===== src/logic/srs_consts.svh =====
// Offsets, field positions, reset values and sizes of the status reporting block
`ifndef SRS_CONSTS_SVH
`define SRS_CONSTS_SVH
`define SRS_SEL_QUES_COND  4'h0
`define SRS_SEL_QUES_EVT   4'h1
`define SRS_SEL_QUES_ENA   4'h2
`define SRS_SEL_STD_EVT    4'h3
`define SRS_SEL_STD_ENA    4'h4
`define SRS_SEL_OPER_COND  4'h5
`define SRS_SEL_OPER_EVT   4'h6
`define SRS_SEL_OPER_ENA   4'h7
`define SRS_SEL_STB        4'h8
`define SRS_SEL_SRE        4'h9
`define SRS_QUES_TEMP_BIT  4
`define SRS_STD_OPC_BIT    0
`define SRS_STD_QERR_BIT   2
`define SRS_STD_EXE_BIT    4
`define SRS_STD_CMD_BIT    5
`define SRS_STD_PON_BIT    7
`define SRS_OPER_MEAS_BIT  4
`define SRS_OPER_AVAIL_BIT 8
`define SRS_STB_QUES_BIT   3
`define SRS_STB_MAV_BIT    4
`define SRS_STB_ESB_BIT    5
`define SRS_STB_RQS_BIT    6
`define SRS_STB_OPER_BIT   7
`define SRS_REG_RESET      16'h0000
`define SRS_OUT_LINE_LEN   80
`endif


===== src/logic/srs_pkg.sv =====
// Types shared by the status reporting block
package srs_pkg;
   typedef enum logic [1:0] {
      SRS_OPC_IDLE   = 2'b00,
      SRS_OPC_ACTIVE = 2'b01
   } srs_opc_e;
   typedef struct packed {
      logic        wr;
      logic        rd;
      logic [3:0]  sel;
      logic [15:0] wdata;
   } srs_host_req_s;
   typedef struct packed {
      logic op_done;
      logic exe_err;
      logic cmd_err;
      logic meas_start;
      logic meas_done;
      logic meas_init;
      logic fetch;
      logic temp_oor;
      logic crossed;
   } srs_events_s;
endpackage


===== src/logic/srs_status_reporting.sv =====
// Status registers, output line buffer and service request of the instrument
`timescale 1ns/1ps
`include "srs_consts.svh"

// How it works
// RULE1: Event bit sets on a rising condition edge, otherwise holds.
// RULE2: Reading an event register clears it and its status byte summary.
// RULE3: Event bits reach summary bits only through their enable masks.
// RULE4: Standard event group has event and enable registers, no condition.
// RULE5: One response line of up to 80 characters is buffered.
// RULE6: Reading condition, enable or status byte leaves them unchanged.
// RULE7: Questionable bit 4 on out-of-range temperature or crossed wires.
// RULE8: Queries answer the binary-weighted value of the register bits.
// RULE9: Standard event bit 0 marks completion of pending operations.
// RULE10: Standard event bit 2 on empty-queue read or lost queued data.
// RULE11: Standard event bit 4 when a valid command cannot run now.
// RULE12: Standard event bit 5 when the parser rejects the command line.
// RULE13: Standard event bit 7 records a power-on transition.
// RULE14: Operation-complete command waits active, then idles and sets bit 0.
// RULE15: Operation condition bit 4 follows the measurement busy state.
// RULE16: Operation bit 8 sets on initiated measurement done, clears on fetch.
// RULE17: Host writes enable masks to pick which events are reported.
// RULE18: Status byte holds the group summaries plus the request bit.
// RULE19: Any bit set in both status byte and request mask raises SRQ.
// RULE20: Serial poll returns byte with request bit, then clears it, drops SRQ.
// RULE21: Reset command cancels pending work, idles both completion states.
// RULE22: Byte bits: 3 quest, 4 message, 5 standard, 6 request, 7 oper.
// RULE23: Message flag follows queue data, clears when emptied or flushed.
// RULE24: Clear-status zeroes events, status byte and completion states.
// RULE25: A new edge in the read-clear cycle keeps its event bit set.
module srs_status_reporting
   import srs_pkg::*;
#(
   parameter int OUT_LEN = `SRS_OUT_LINE_LEN
) (
   input  wire logic          sys_clk_i,
   input  wire logic          rst_i,
   input  wire srs_host_req_s host_req_i,
   output logic [15:0]        host_rdata_o,
   output logic               host_rvalid_o,
   input  wire srs_events_s   evt_i,
   input  wire logic          opc_cmd_i,
   input  wire logic          opc_query_i,
   input  wire logic          clr_status_i,
   input  wire logic          dev_reset_i,
   input  wire logic          ser_poll_i,
   output logic [7:0]         poll_byte_o,
   output logic               srq_o,
   input  wire logic          ob_wr_i,
   input  wire logic [7:0]    ob_wdata_i,
   input  wire logic          ob_eol_i,
   input  wire logic          ob_rd_i,
   output logic [7:0]         ob_rdata_o,
   output logic               ob_rvalid_o,
   output logic               ob_mav_o
);

   ////////////////////////////////////////////////////////////////////////
   // Decode

   logic        rd_qev;
   logic        rd_sev;
   logic        rd_oev;
   logic        wr_qen;
   logic        wr_sen;
   logic        wr_oen;
   logic        wr_sre;
   logic [15:0] q_cond;
   logic [15:0] o_cond;
   logic [15:0] q_cond_q;
   logic [15:0] o_cond_q;
   logic [15:0] q_evt_q;
   logic [15:0] o_evt_q;
   logic [7:0]  s_evt_q;
   logic [15:0] q_en_q;
   logic [15:0] o_en_q;
   logic [7:0]  s_en_q;
   logic [7:0]  sre_q;
   logic        meas_busy_q;
   logic        avail_q;
   logic        pon_q;
   logic        rqs_q;
   logic        msg_req_q;
   logic        qerr;
   logic        ob_opc_wr;
   srs_opc_e    opc_cmd_q;
   srs_opc_e    opc_qry_q;
   logic [7:0]  stb;
   logic        mss;

   assign rd_qev = host_req_i.rd && host_req_i.sel == `SRS_SEL_QUES_EVT;
   assign rd_sev = host_req_i.rd && host_req_i.sel == `SRS_SEL_STD_EVT;
   assign rd_oev = host_req_i.rd && host_req_i.sel == `SRS_SEL_OPER_EVT;
   assign wr_qen = host_req_i.wr && host_req_i.sel == `SRS_SEL_QUES_ENA;
   assign wr_sen = host_req_i.wr && host_req_i.sel == `SRS_SEL_STD_ENA;
   assign wr_oen = host_req_i.wr && host_req_i.sel == `SRS_SEL_OPER_ENA;
   assign wr_sre = host_req_i.wr && host_req_i.sel == `SRS_SEL_SRE;

   ////////////////////////////////////////////////////////////////////////
   // Condition registers

   always_comb begin
      q_cond = 16'h0000;
      q_cond[`SRS_QUES_TEMP_BIT] = evt_i.temp_oor | evt_i.crossed; // RULE7
      o_cond = 16'h0000;
      o_cond[`SRS_OPER_MEAS_BIT]  = meas_busy_q; // RULE15
      o_cond[`SRS_OPER_AVAIL_BIT] = avail_q; // RULE16
   end

   always_ff @(posedge sys_clk_i or posedge rst_i) begin
      if (rst_i) begin
         meas_busy_q <= 1'b0;
      end else if (evt_i.meas_start) begin
         meas_busy_q <= 1'b1; // RULE15
      end else if (evt_i.meas_done) begin
         meas_busy_q <= 1'b0; // RULE15
      end
   end

   always_ff @(posedge sys_clk_i or posedge rst_i) begin
      if (rst_i) begin
         avail_q <= 1'b0;
      end else if (evt_i.meas_done && evt_i.meas_init) begin
         avail_q <= 1'b1; // RULE16
      end else if (evt_i.fetch) begin
         avail_q <= 1'b0; // RULE16
      end
   end

   always_ff @(posedge sys_clk_i or posedge rst_i) begin
      if (rst_i) begin
         q_cond_q <= `SRS_REG_RESET;
         o_cond_q <= `SRS_REG_RESET;
      end else begin
         q_cond_q <= q_cond;
         o_cond_q <= o_cond;
      end
   end

   ////////////////////////////////////////////////////////////////////////
   // Event registers, edge wins over read-clear

   always_ff @(posedge sys_clk_i or posedge rst_i) begin
      if (rst_i) begin
         q_evt_q <= `SRS_REG_RESET;
      end else begin
         q_evt_q <= ((rd_qev || clr_status_i) ? 16'h0000 : q_evt_q) // RULE2
                    | (q_cond & ~q_cond_q); // RULE1 RULE25
      end
   end

   always_ff @(posedge sys_clk_i or posedge rst_i) begin
      if (rst_i) begin
         o_evt_q <= `SRS_REG_RESET;
      end else begin
         o_evt_q <= ((rd_oev || clr_status_i) ? 16'h0000 : o_evt_q) // RULE2
                    | (o_cond & ~o_cond_q); // RULE1 RULE25
      end
   end

   // Standard group has no condition register
   always_ff @(posedge sys_clk_i or posedge rst_i) begin
      if (rst_i) begin
         s_evt_q <= 8'h00;
      end else begin
         s_evt_q <= ((rd_sev || clr_status_i) ? 8'h00 : s_evt_q) | { // RULE4
            pon_q, // RULE13
            1'b0,
            evt_i.cmd_err, // RULE12
            evt_i.exe_err, // RULE11
            1'b0,
            qerr, // RULE10
            1'b0,
            opc_cmd_q == SRS_OPC_ACTIVE && evt_i.op_done}; // RULE9 RULE14
      end
   end

   // One-shot power-on marker after reset release
   always_ff @(posedge sys_clk_i or posedge rst_i) begin
      if (rst_i) begin
         pon_q <= 1'b1;
      end else begin
         pon_q <= 1'b0; // RULE13
      end
   end

   ////////////////////////////////////////////////////////////////////////
   // Enable registers, written by the host

   always_ff @(posedge sys_clk_i or posedge rst_i) begin
      if (rst_i) begin
         q_en_q <= `SRS_REG_RESET;
         o_en_q <= `SRS_REG_RESET;
         s_en_q <= 8'h00;
         sre_q  <= 8'h00;
      end else begin
         if (wr_qen) q_en_q <= host_req_i.wdata; // RULE17
         if (wr_oen) o_en_q <= host_req_i.wdata; // RULE17
         if (wr_sen) s_en_q <= host_req_i.wdata[7:0]; // RULE17
         if (wr_sre) sre_q <= host_req_i.wdata[7:0]; // RULE17
      end
   end

   ////////////////////////////////////////////////////////////////////////
   // Operation-complete states

   always_ff @(posedge sys_clk_i or posedge rst_i) begin
      if (rst_i) begin
         opc_cmd_q <= SRS_OPC_IDLE;
      end else if (dev_reset_i || clr_status_i) begin
         opc_cmd_q <= SRS_OPC_IDLE; // RULE21 RULE24
      end else begin
         case (opc_cmd_q)
            SRS_OPC_IDLE: begin
               if (opc_cmd_i) opc_cmd_q <= SRS_OPC_ACTIVE; // RULE14
            end
            SRS_OPC_ACTIVE: begin
               if (evt_i.op_done) opc_cmd_q <= SRS_OPC_IDLE; // RULE14
            end
            default: opc_cmd_q <= SRS_OPC_IDLE;
         endcase
      end
   end

   always_ff @(posedge sys_clk_i or posedge rst_i) begin
      if (rst_i) begin
         opc_qry_q <= SRS_OPC_IDLE;
      end else if (dev_reset_i || clr_status_i) begin
         opc_qry_q <= SRS_OPC_IDLE; // RULE21 RULE24
      end else begin
         case (opc_qry_q)
            SRS_OPC_IDLE: begin
               if (opc_query_i) opc_qry_q <= SRS_OPC_ACTIVE;
            end
            SRS_OPC_ACTIVE: begin
               if (evt_i.op_done) opc_qry_q <= SRS_OPC_IDLE;
            end
            default: opc_qry_q <= SRS_OPC_IDLE;
         endcase
      end
   end

   assign ob_opc_wr = opc_qry_q == SRS_OPC_ACTIVE && evt_i.op_done;

   ////////////////////////////////////////////////////////////////////////
   // Output line buffer

   logic [7:0] ob_mem [OUT_LEN];
   logic [6:0] ob_wptr_q;
   logic [6:0] ob_rptr_q;
   logic       ob_line_q;
   logic       ob_lost_q;
   logic       ob_has;

   assign ob_has = ob_line_q && ob_rptr_q != ob_wptr_q;
   // Read of empty queue, or a write that overflows or overwrites a line
   assign qerr = (ob_rd_i && !ob_has) || ob_lost_q; // RULE10

   always_ff @(posedge sys_clk_i) begin
      if (ob_opc_wr && !ob_line_q) begin
         ob_mem[0] <= 8'h31;
      end else if (ob_wr_i && !ob_line_q && ob_wptr_q < 7'(OUT_LEN)) begin
         ob_mem[ob_wptr_q] <= ob_wdata_i; // RULE5
      end
   end

   always_ff @(posedge sys_clk_i or posedge rst_i) begin
      if (rst_i) begin
         ob_wptr_q <= 7'h00;
         ob_rptr_q <= 7'h00;
         ob_line_q <= 1'b0;
         ob_lost_q <= 1'b0;
      end else begin
         ob_lost_q <= 1'b0;
         if (clr_status_i) begin
            ob_wptr_q <= 7'h00; // RULE23
            ob_rptr_q <= 7'h00;
            ob_line_q <= 1'b0;
         end else if (ob_line_q) begin
            if (ob_wr_i || ob_opc_wr) ob_lost_q <= 1'b1; // RULE10
            if (ob_rd_i && ob_has) ob_rptr_q <= ob_rptr_q + 7'h01;
            if (ob_rd_i && ob_rptr_q + 7'h01 == ob_wptr_q) begin
               ob_line_q <= 1'b0; // RULE23
               ob_wptr_q <= 7'h00;
               ob_rptr_q <= 7'h00;
            end
         end else if (ob_opc_wr) begin
            ob_wptr_q <= 7'h01;
            ob_line_q <= 1'b1;
            if (ob_wr_i || ob_wptr_q != 7'h00) ob_lost_q <= 1'b1; // RULE10
         end else if (ob_wr_i) begin
            if (ob_wptr_q < 7'(OUT_LEN)) begin
               ob_wptr_q <= ob_wptr_q + 7'h01; // RULE5
            end else begin
               ob_lost_q <= 1'b1; // RULE10
            end
            if (ob_eol_i) ob_line_q <= 1'b1;
         end
      end
   end

   always_ff @(posedge sys_clk_i or posedge rst_i) begin
      if (rst_i) begin
         ob_rdata_o  <= 8'h00;
         ob_rvalid_o <= 1'b0;
      end else begin
         ob_rvalid_o <= ob_rd_i && ob_has;
         ob_rdata_o  <= ob_has ? ob_mem[ob_rptr_q] : 8'h00;
      end
   end

   assign ob_mav_o = ob_has; // RULE23

   ////////////////////////////////////////////////////////////////////////
   // Status byte and service request

   always_comb begin
      stb = 8'h00;
      stb[`SRS_STB_QUES_BIT] = |(q_evt_q & q_en_q); // RULE3 RULE22
      stb[`SRS_STB_MAV_BIT]  = ob_has; // RULE23 RULE22
      stb[`SRS_STB_ESB_BIT]  = |(s_evt_q & s_en_q); // RULE3 RULE22
      stb[`SRS_STB_OPER_BIT] = |(o_evt_q & o_en_q); // RULE3 RULE22
   end

   assign mss = |(stb & sre_q & ~8'h40); // RULE19

   // Request latched on a new reason, cleared by poll or when reason goes
   always_ff @(posedge sys_clk_i or posedge rst_i) begin
      if (rst_i) begin
         rqs_q     <= 1'b0;
         msg_req_q <= 1'b0;
      end else begin
         msg_req_q <= mss;
         if (!mss || clr_status_i) begin
            rqs_q <= 1'b0; // RULE24
         end else if (mss && !msg_req_q) begin
            rqs_q <= 1'b1; // RULE19
         end else if (ser_poll_i) begin
            rqs_q <= 1'b0; // RULE20
         end
      end
   end

   assign srq_o = rqs_q; // RULE19

   always_ff @(posedge sys_clk_i or posedge rst_i) begin
      if (rst_i) begin
         poll_byte_o <= 8'h00;
      end else if (ser_poll_i) begin
         poll_byte_o <= stb | {1'b0, rqs_q, 6'h00}; // RULE18 RULE20
      end
   end

   ////////////////////////////////////////////////////////////////////////
   // Query answers, read without side effect except event clear

   always_ff @(posedge sys_clk_i or posedge rst_i) begin
      if (rst_i) begin
         host_rdata_o  <= 16'h0000;
         host_rvalid_o <= 1'b0;
      end else begin
         host_rvalid_o <= host_req_i.rd;
         if (host_req_i.sel == `SRS_SEL_QUES_COND) begin
            host_rdata_o <= q_cond_q; // RULE6 RULE8
         end else if (host_req_i.sel == `SRS_SEL_QUES_EVT) begin
            host_rdata_o <= q_evt_q; // RULE8
         end else if (host_req_i.sel == `SRS_SEL_QUES_ENA) begin
            host_rdata_o <= q_en_q; // RULE6
         end else if (host_req_i.sel == `SRS_SEL_STD_EVT) begin
            host_rdata_o <= {8'h00, s_evt_q};
         end else if (host_req_i.sel == `SRS_SEL_STD_ENA) begin
            host_rdata_o <= {8'h00, s_en_q};
         end else if (host_req_i.sel == `SRS_SEL_OPER_COND) begin
            host_rdata_o <= o_cond_q; // RULE6
         end else if (host_req_i.sel == `SRS_SEL_OPER_EVT) begin
            host_rdata_o <= o_evt_q;
         end else if (host_req_i.sel == `SRS_SEL_OPER_ENA) begin
            host_rdata_o <= o_en_q;
         end else if (host_req_i.sel == `SRS_SEL_STB) begin
            host_rdata_o <= {8'h00, stb | {1'b0, mss, 6'h00}}; // RULE6 RULE18
         end else if (host_req_i.sel == `SRS_SEL_SRE) begin
            host_rdata_o <= {8'h00, sre_q};
         end else begin
            host_rdata_o <= 16'h0000;
         end
      end
   end

endmodule


===== config.mk =====
export PLATFORM = sky130hd
export DESIGN_NAME = srs_status_reporting
export DESIGN_NICKNAME = d
export VERILOG_FILES = /design/src/logic/srs_pkg.sv /design/src/logic/srs_status_reporting.sv
export VERILOG_INCLUDE_DIRS = /design/src /design/src/logic
export SDC_FILE = /design/constraint.sdc
export NUM_CORES = 1
export LEC_CHECK = 0
export BUFFER_PORTS_ARGS = -buffer_cell sky130_fd_sc_hd__buf_2
export CAP_MARGIN = 15
export CORE_MARGIN = 2
export CORE_UTILIZATION = 35
export DETAILED_ROUTE_END_ITERATION = 7
export PLACE_DENSITY = 0.52
export SLEW_MARGIN = 15
export SYNTH_ARGS = -nofsm -noshare
export SYNTH_HDL_FRONTEND = slang
export SYNTH_SLANG_ARGS = --single-unit
export TNS_END_PERCENT = 20

===== constraint.sdc =====
create_clock -name sys_clk_i -period 4 [get_ports sys_clk_i]
set_input_delay 0.6 -clock sys_clk_i [delete_from_list [all_inputs] [get_ports sys_clk_i]]
set_output_delay 0.6 -clock sys_clk_i [all_outputs]
set_load 0.005 [all_outputs]

==> results by group <==
Flow run
  • # Max-Cap Violations: 0

Logic synthesis
  • Cell count after synthesis: 1638
  • Synth cell types: 56
  • Post-synthesis cell area: 29900 µm²
  • Largest area contributor in the netlist: edfxtp_1
  • Register area share after synthesis: 0.736
  • Syn Area/Cell: 18.3 µm²
  • Share of flip-flops with an asynchronous set or reset: 0.150
  • Synth top area cells: edfxtp_1 64%, mux4_2 11%, dfrtp_1 9.4%, mux2i_1 2.1%, mux2_2 2.0%
  • Seq cells post-synth: 753
  • Synth Warn #: 0
  • Top_reg_cell synth: edfxtp_1
  • Share of the synthesized area in the top cell type: 0.642
  • Post-synth EDFFs: 640

Detailed routing
  • TritonRoute pass-1 iters: 5
  • Vias per cell: 5.30
  • Via count: 15972
  • Post-route ant nets: 0
  • DR WL/cell: 25.0 µm
  • Detailed-route DRC error count: 0
  • Final WL: 75.1 mm
  • Detailed Route Iter0 Violations: 1613

Floorplanning
  • Die Wd: 297 µm
  • Height of the die: 297 µm
  • Initial core utilization: 0.352
  • Top Ports: 85
  • # rows: 107
  • DIE AREA: 87900 µm²
  • Core area: 85000 µm²

Layout
  • Design Area, Final: 34800 µm²
  • Layout cells sized above 1: 0.278
  • # diodes: 0
  • Fin util: 0.409
  • Layout area overhead: 16.1%
  • Post-route insts no fill: 3011
  • Fill cells: 7547
  • # nets final: 1859

Hold path
  • HP Class: in -> async

Worst setup path
  • RR Startpoint: ob_wptr_q[4]
  • Setup crit end kind: primary output
  • CP Capture Point: ob_mav_o
  • R2R cell count: 4
  • Req. time, crit path: 3400 ps
  • Critical-path top delay cell: dfrtp_4
  • Reg2reg setup slack: 840 ps
  • Crit path max-delay family: flip-flops
  • Crit path kind: reg -> out
  • Peak per-stage delay on the critical path: 850 ps
  • Highest fanout seen on the critical path: 28
  • Buffers plus inverters on the worst setup path: 1
  • CP startpoint: ob_rptr_q[2]
  • Startpoint types: register
  • Worst Path Arrival: 2710 ps
  • Reg2reg end: ob_mem[26][1]
  • CP Depth: 4
  • Crit-path cells: xnor2_1 -> nand4_1 -> o21a_1 -> buf_2

Timing
  • Post-route setup TNS: 0 ps
  • Slew Viols, Final: 0
  • Tmin final: 3310 ps
  • Relative slew margins: 0.312
  • Worst Tran Pin Value: 1030 ps
  • Max Clk Rate: 302 MHz
  • Hold Fails Final Rpt: 0
  • Final period utilization: 0.827
  • RSZ-0062 raised after global routing: no
  • Setup violators final: 0
  • Max Clock Skew: 27.9 ps

Clock tree
  • Clk root buf: clkbuf_16
  • H-Tree Level Count: 3
  • Worst skew pair latency: 620 ps
  • CTS tree: yes
  • Setup bufs post-CTS: 0
  • Clk buf depth: 3
  • CTS resizes: 0
  • Hold buffer count at cts: 0
  • Worst-path clk slew: 60 ps
  • Clock sink count: 753
  • Num CTS Buffers: 79

Place
  • Port Buffers: 81
  • Placed cell areas: 32300 µm²
  • DP Wirelength: 48.1 mm
  • RD Place Congestion: 0.860
  • DP Cell Count: 2870

Power and ir drop
  • VDD IR-drop max: 0.286 mV
  • Pleak: 0.0114 µW
  • PwrDens: 482 nW/µm²

Global route
  • Pin count of the biggest net entering global routing: 81
  • Antenna violations before repair: 3
  • Total GRT Usage: 0.173
  • Vias in the first global route: 16382
  • Global-route wire length before repair: 111 mm
  • Grt total ovfl: 0

Status
  • Outcome: completed
## worst min path at each step
stage,end
after floorplan,o_cond_q[4]
after global placement,o_cond_q[8]
after detailed placement,o_cond_q[4]
after CTS,host_rvalid_o
after global routing,host_rvalid_o
final,host_rdata_o[11]
## cells in the final DEF, fill, tap and decap left out, types with 4 or more instances in the layout
| cell type | count |
|---|---|
| buf_2 | 81 |
| o21ai_0 | 38 |
| clkbuf_16 | 83 |
| mux4_2 | 145 |
| conb_1 | 4 |
| clkbuf_8 | 4 |
| clkinv_1 | 10 |
| nor2b_1 | 12 |
| and3_1 | 7 |
| a31oi_1 | 14 |
| dfrtp_1 | 109 |
| mux2_2 | 53 |
| buf_4 | 90 |
| or3_1 | 4 |
| xnor2_1 | 10 |
| a21o_1 | 6 |
| nor3_1 | 4 |
| a21oi_1 | 44 |
| nor2_1 | 124 |
| nand3_1 | 30 |
| inv_6 | 4 |
| clkbuf_1 | 16 |
| edfxtp_1 | 640 |
| mux2i_1 | 62 |
| and2_1 | 7 |
| or2_2 | 4 |
| nand2b_1 | 7 |
| clkinv_2 | 17 |
| a311oi_1 | 8 |
| a22oi_1 | 63 |
| nand4_1 | 5 |
| nand2_1 | 49 |
| buf_12 | 11 |
| xor2_1 | 4 |
| a22o_1 | 22 |
| inv_1 | 19 |
## synthesized netlist by cell type (all sizes together), types with 30 or more instances
library cell,number
buf,49
nand2,49
edfxtp,640
mux4,145
dfrtp,112
nor2,125
a22oi,63
clkbuf,48
a21oi,45
o21ai,39
mux2,53
mux2i,62
nand3,30
## sequential cells by signal (all words and copies together) (netlist names), 2 cells and up
signal        flops
host_rdata_o     16
o_cond_q          2
o_en_q           16
o_evt_q           2
ob_mem          640
ob_rdata_o        8
ob_rptr_q         7
ob_wptr_q         7
poll_byte_o       5
q_en_q           16
s_en_q            8
s_evt_q           5
sre_q             8
## logic make-up (layout without fill, tap and decap cells)
group | after synthesis | after routing | share of synthesized area
flip-flops | 753 | 753 | 0.736
AND/OR/NAND/NOR | 270 | 270 | 0.0416
multiplexers | 260 | 260 | 0.150
AO/OA/AOI/OAI | 220 | 220 | 0.0499
buffers and inverters | 117 | 343 | 0.0171
XOR/XNOR | 14 | 14 | 0.00409
adder cells (fa/ha/maj) | 3 | 3 | 0.00125
other | 1 | 4 | 0.000125
## per-stage QoR
step,power [µW],worst slack [ps],hold slack [ps]
after global placement,9840,833,373
after floorplan,9450,414,354
after CTS,16900,631,123
final,16700,691,129
after detailed placement,9860,698,366
after global routing,17300,502,133
## worst reg2reg max path: stages (launching register included)
cell	delay, ps
dfrtp_1	510
o21ai_1	330
nand3_1	320
or4_1	910
nor2_1	720
## power breakdown
group	internal (µW)	switching [µW]
registers	8730	123
logic	313	521
clock network	4060	2990
total	13100	3640
## per-layer routing
metal	track usage	up-vias	wire, µm	part of all wire
met5	0	-	13	0.00017
met4	0.0461	2	1740	0.023
met3	0.0311	122	4560	0.061
met2	0.279	559	35700	0.47
met1	0.242	8389	33200	0.44
li1	-	6900	-	-
## area by class of cell
type	count	area, µm²	area share
clock buffers	103	2190	0.0631
inverters	20	77.6	0.00223
repair buffers	182	1300	0.0374
well taps	1144	1430	0.0412
clock inverters	38	288	0.00828
flip-flops and latches	753	22100	0.634
multi-input cells	771	7420	0.213
No activity file was read; power rests on OpenSTA's default activity.
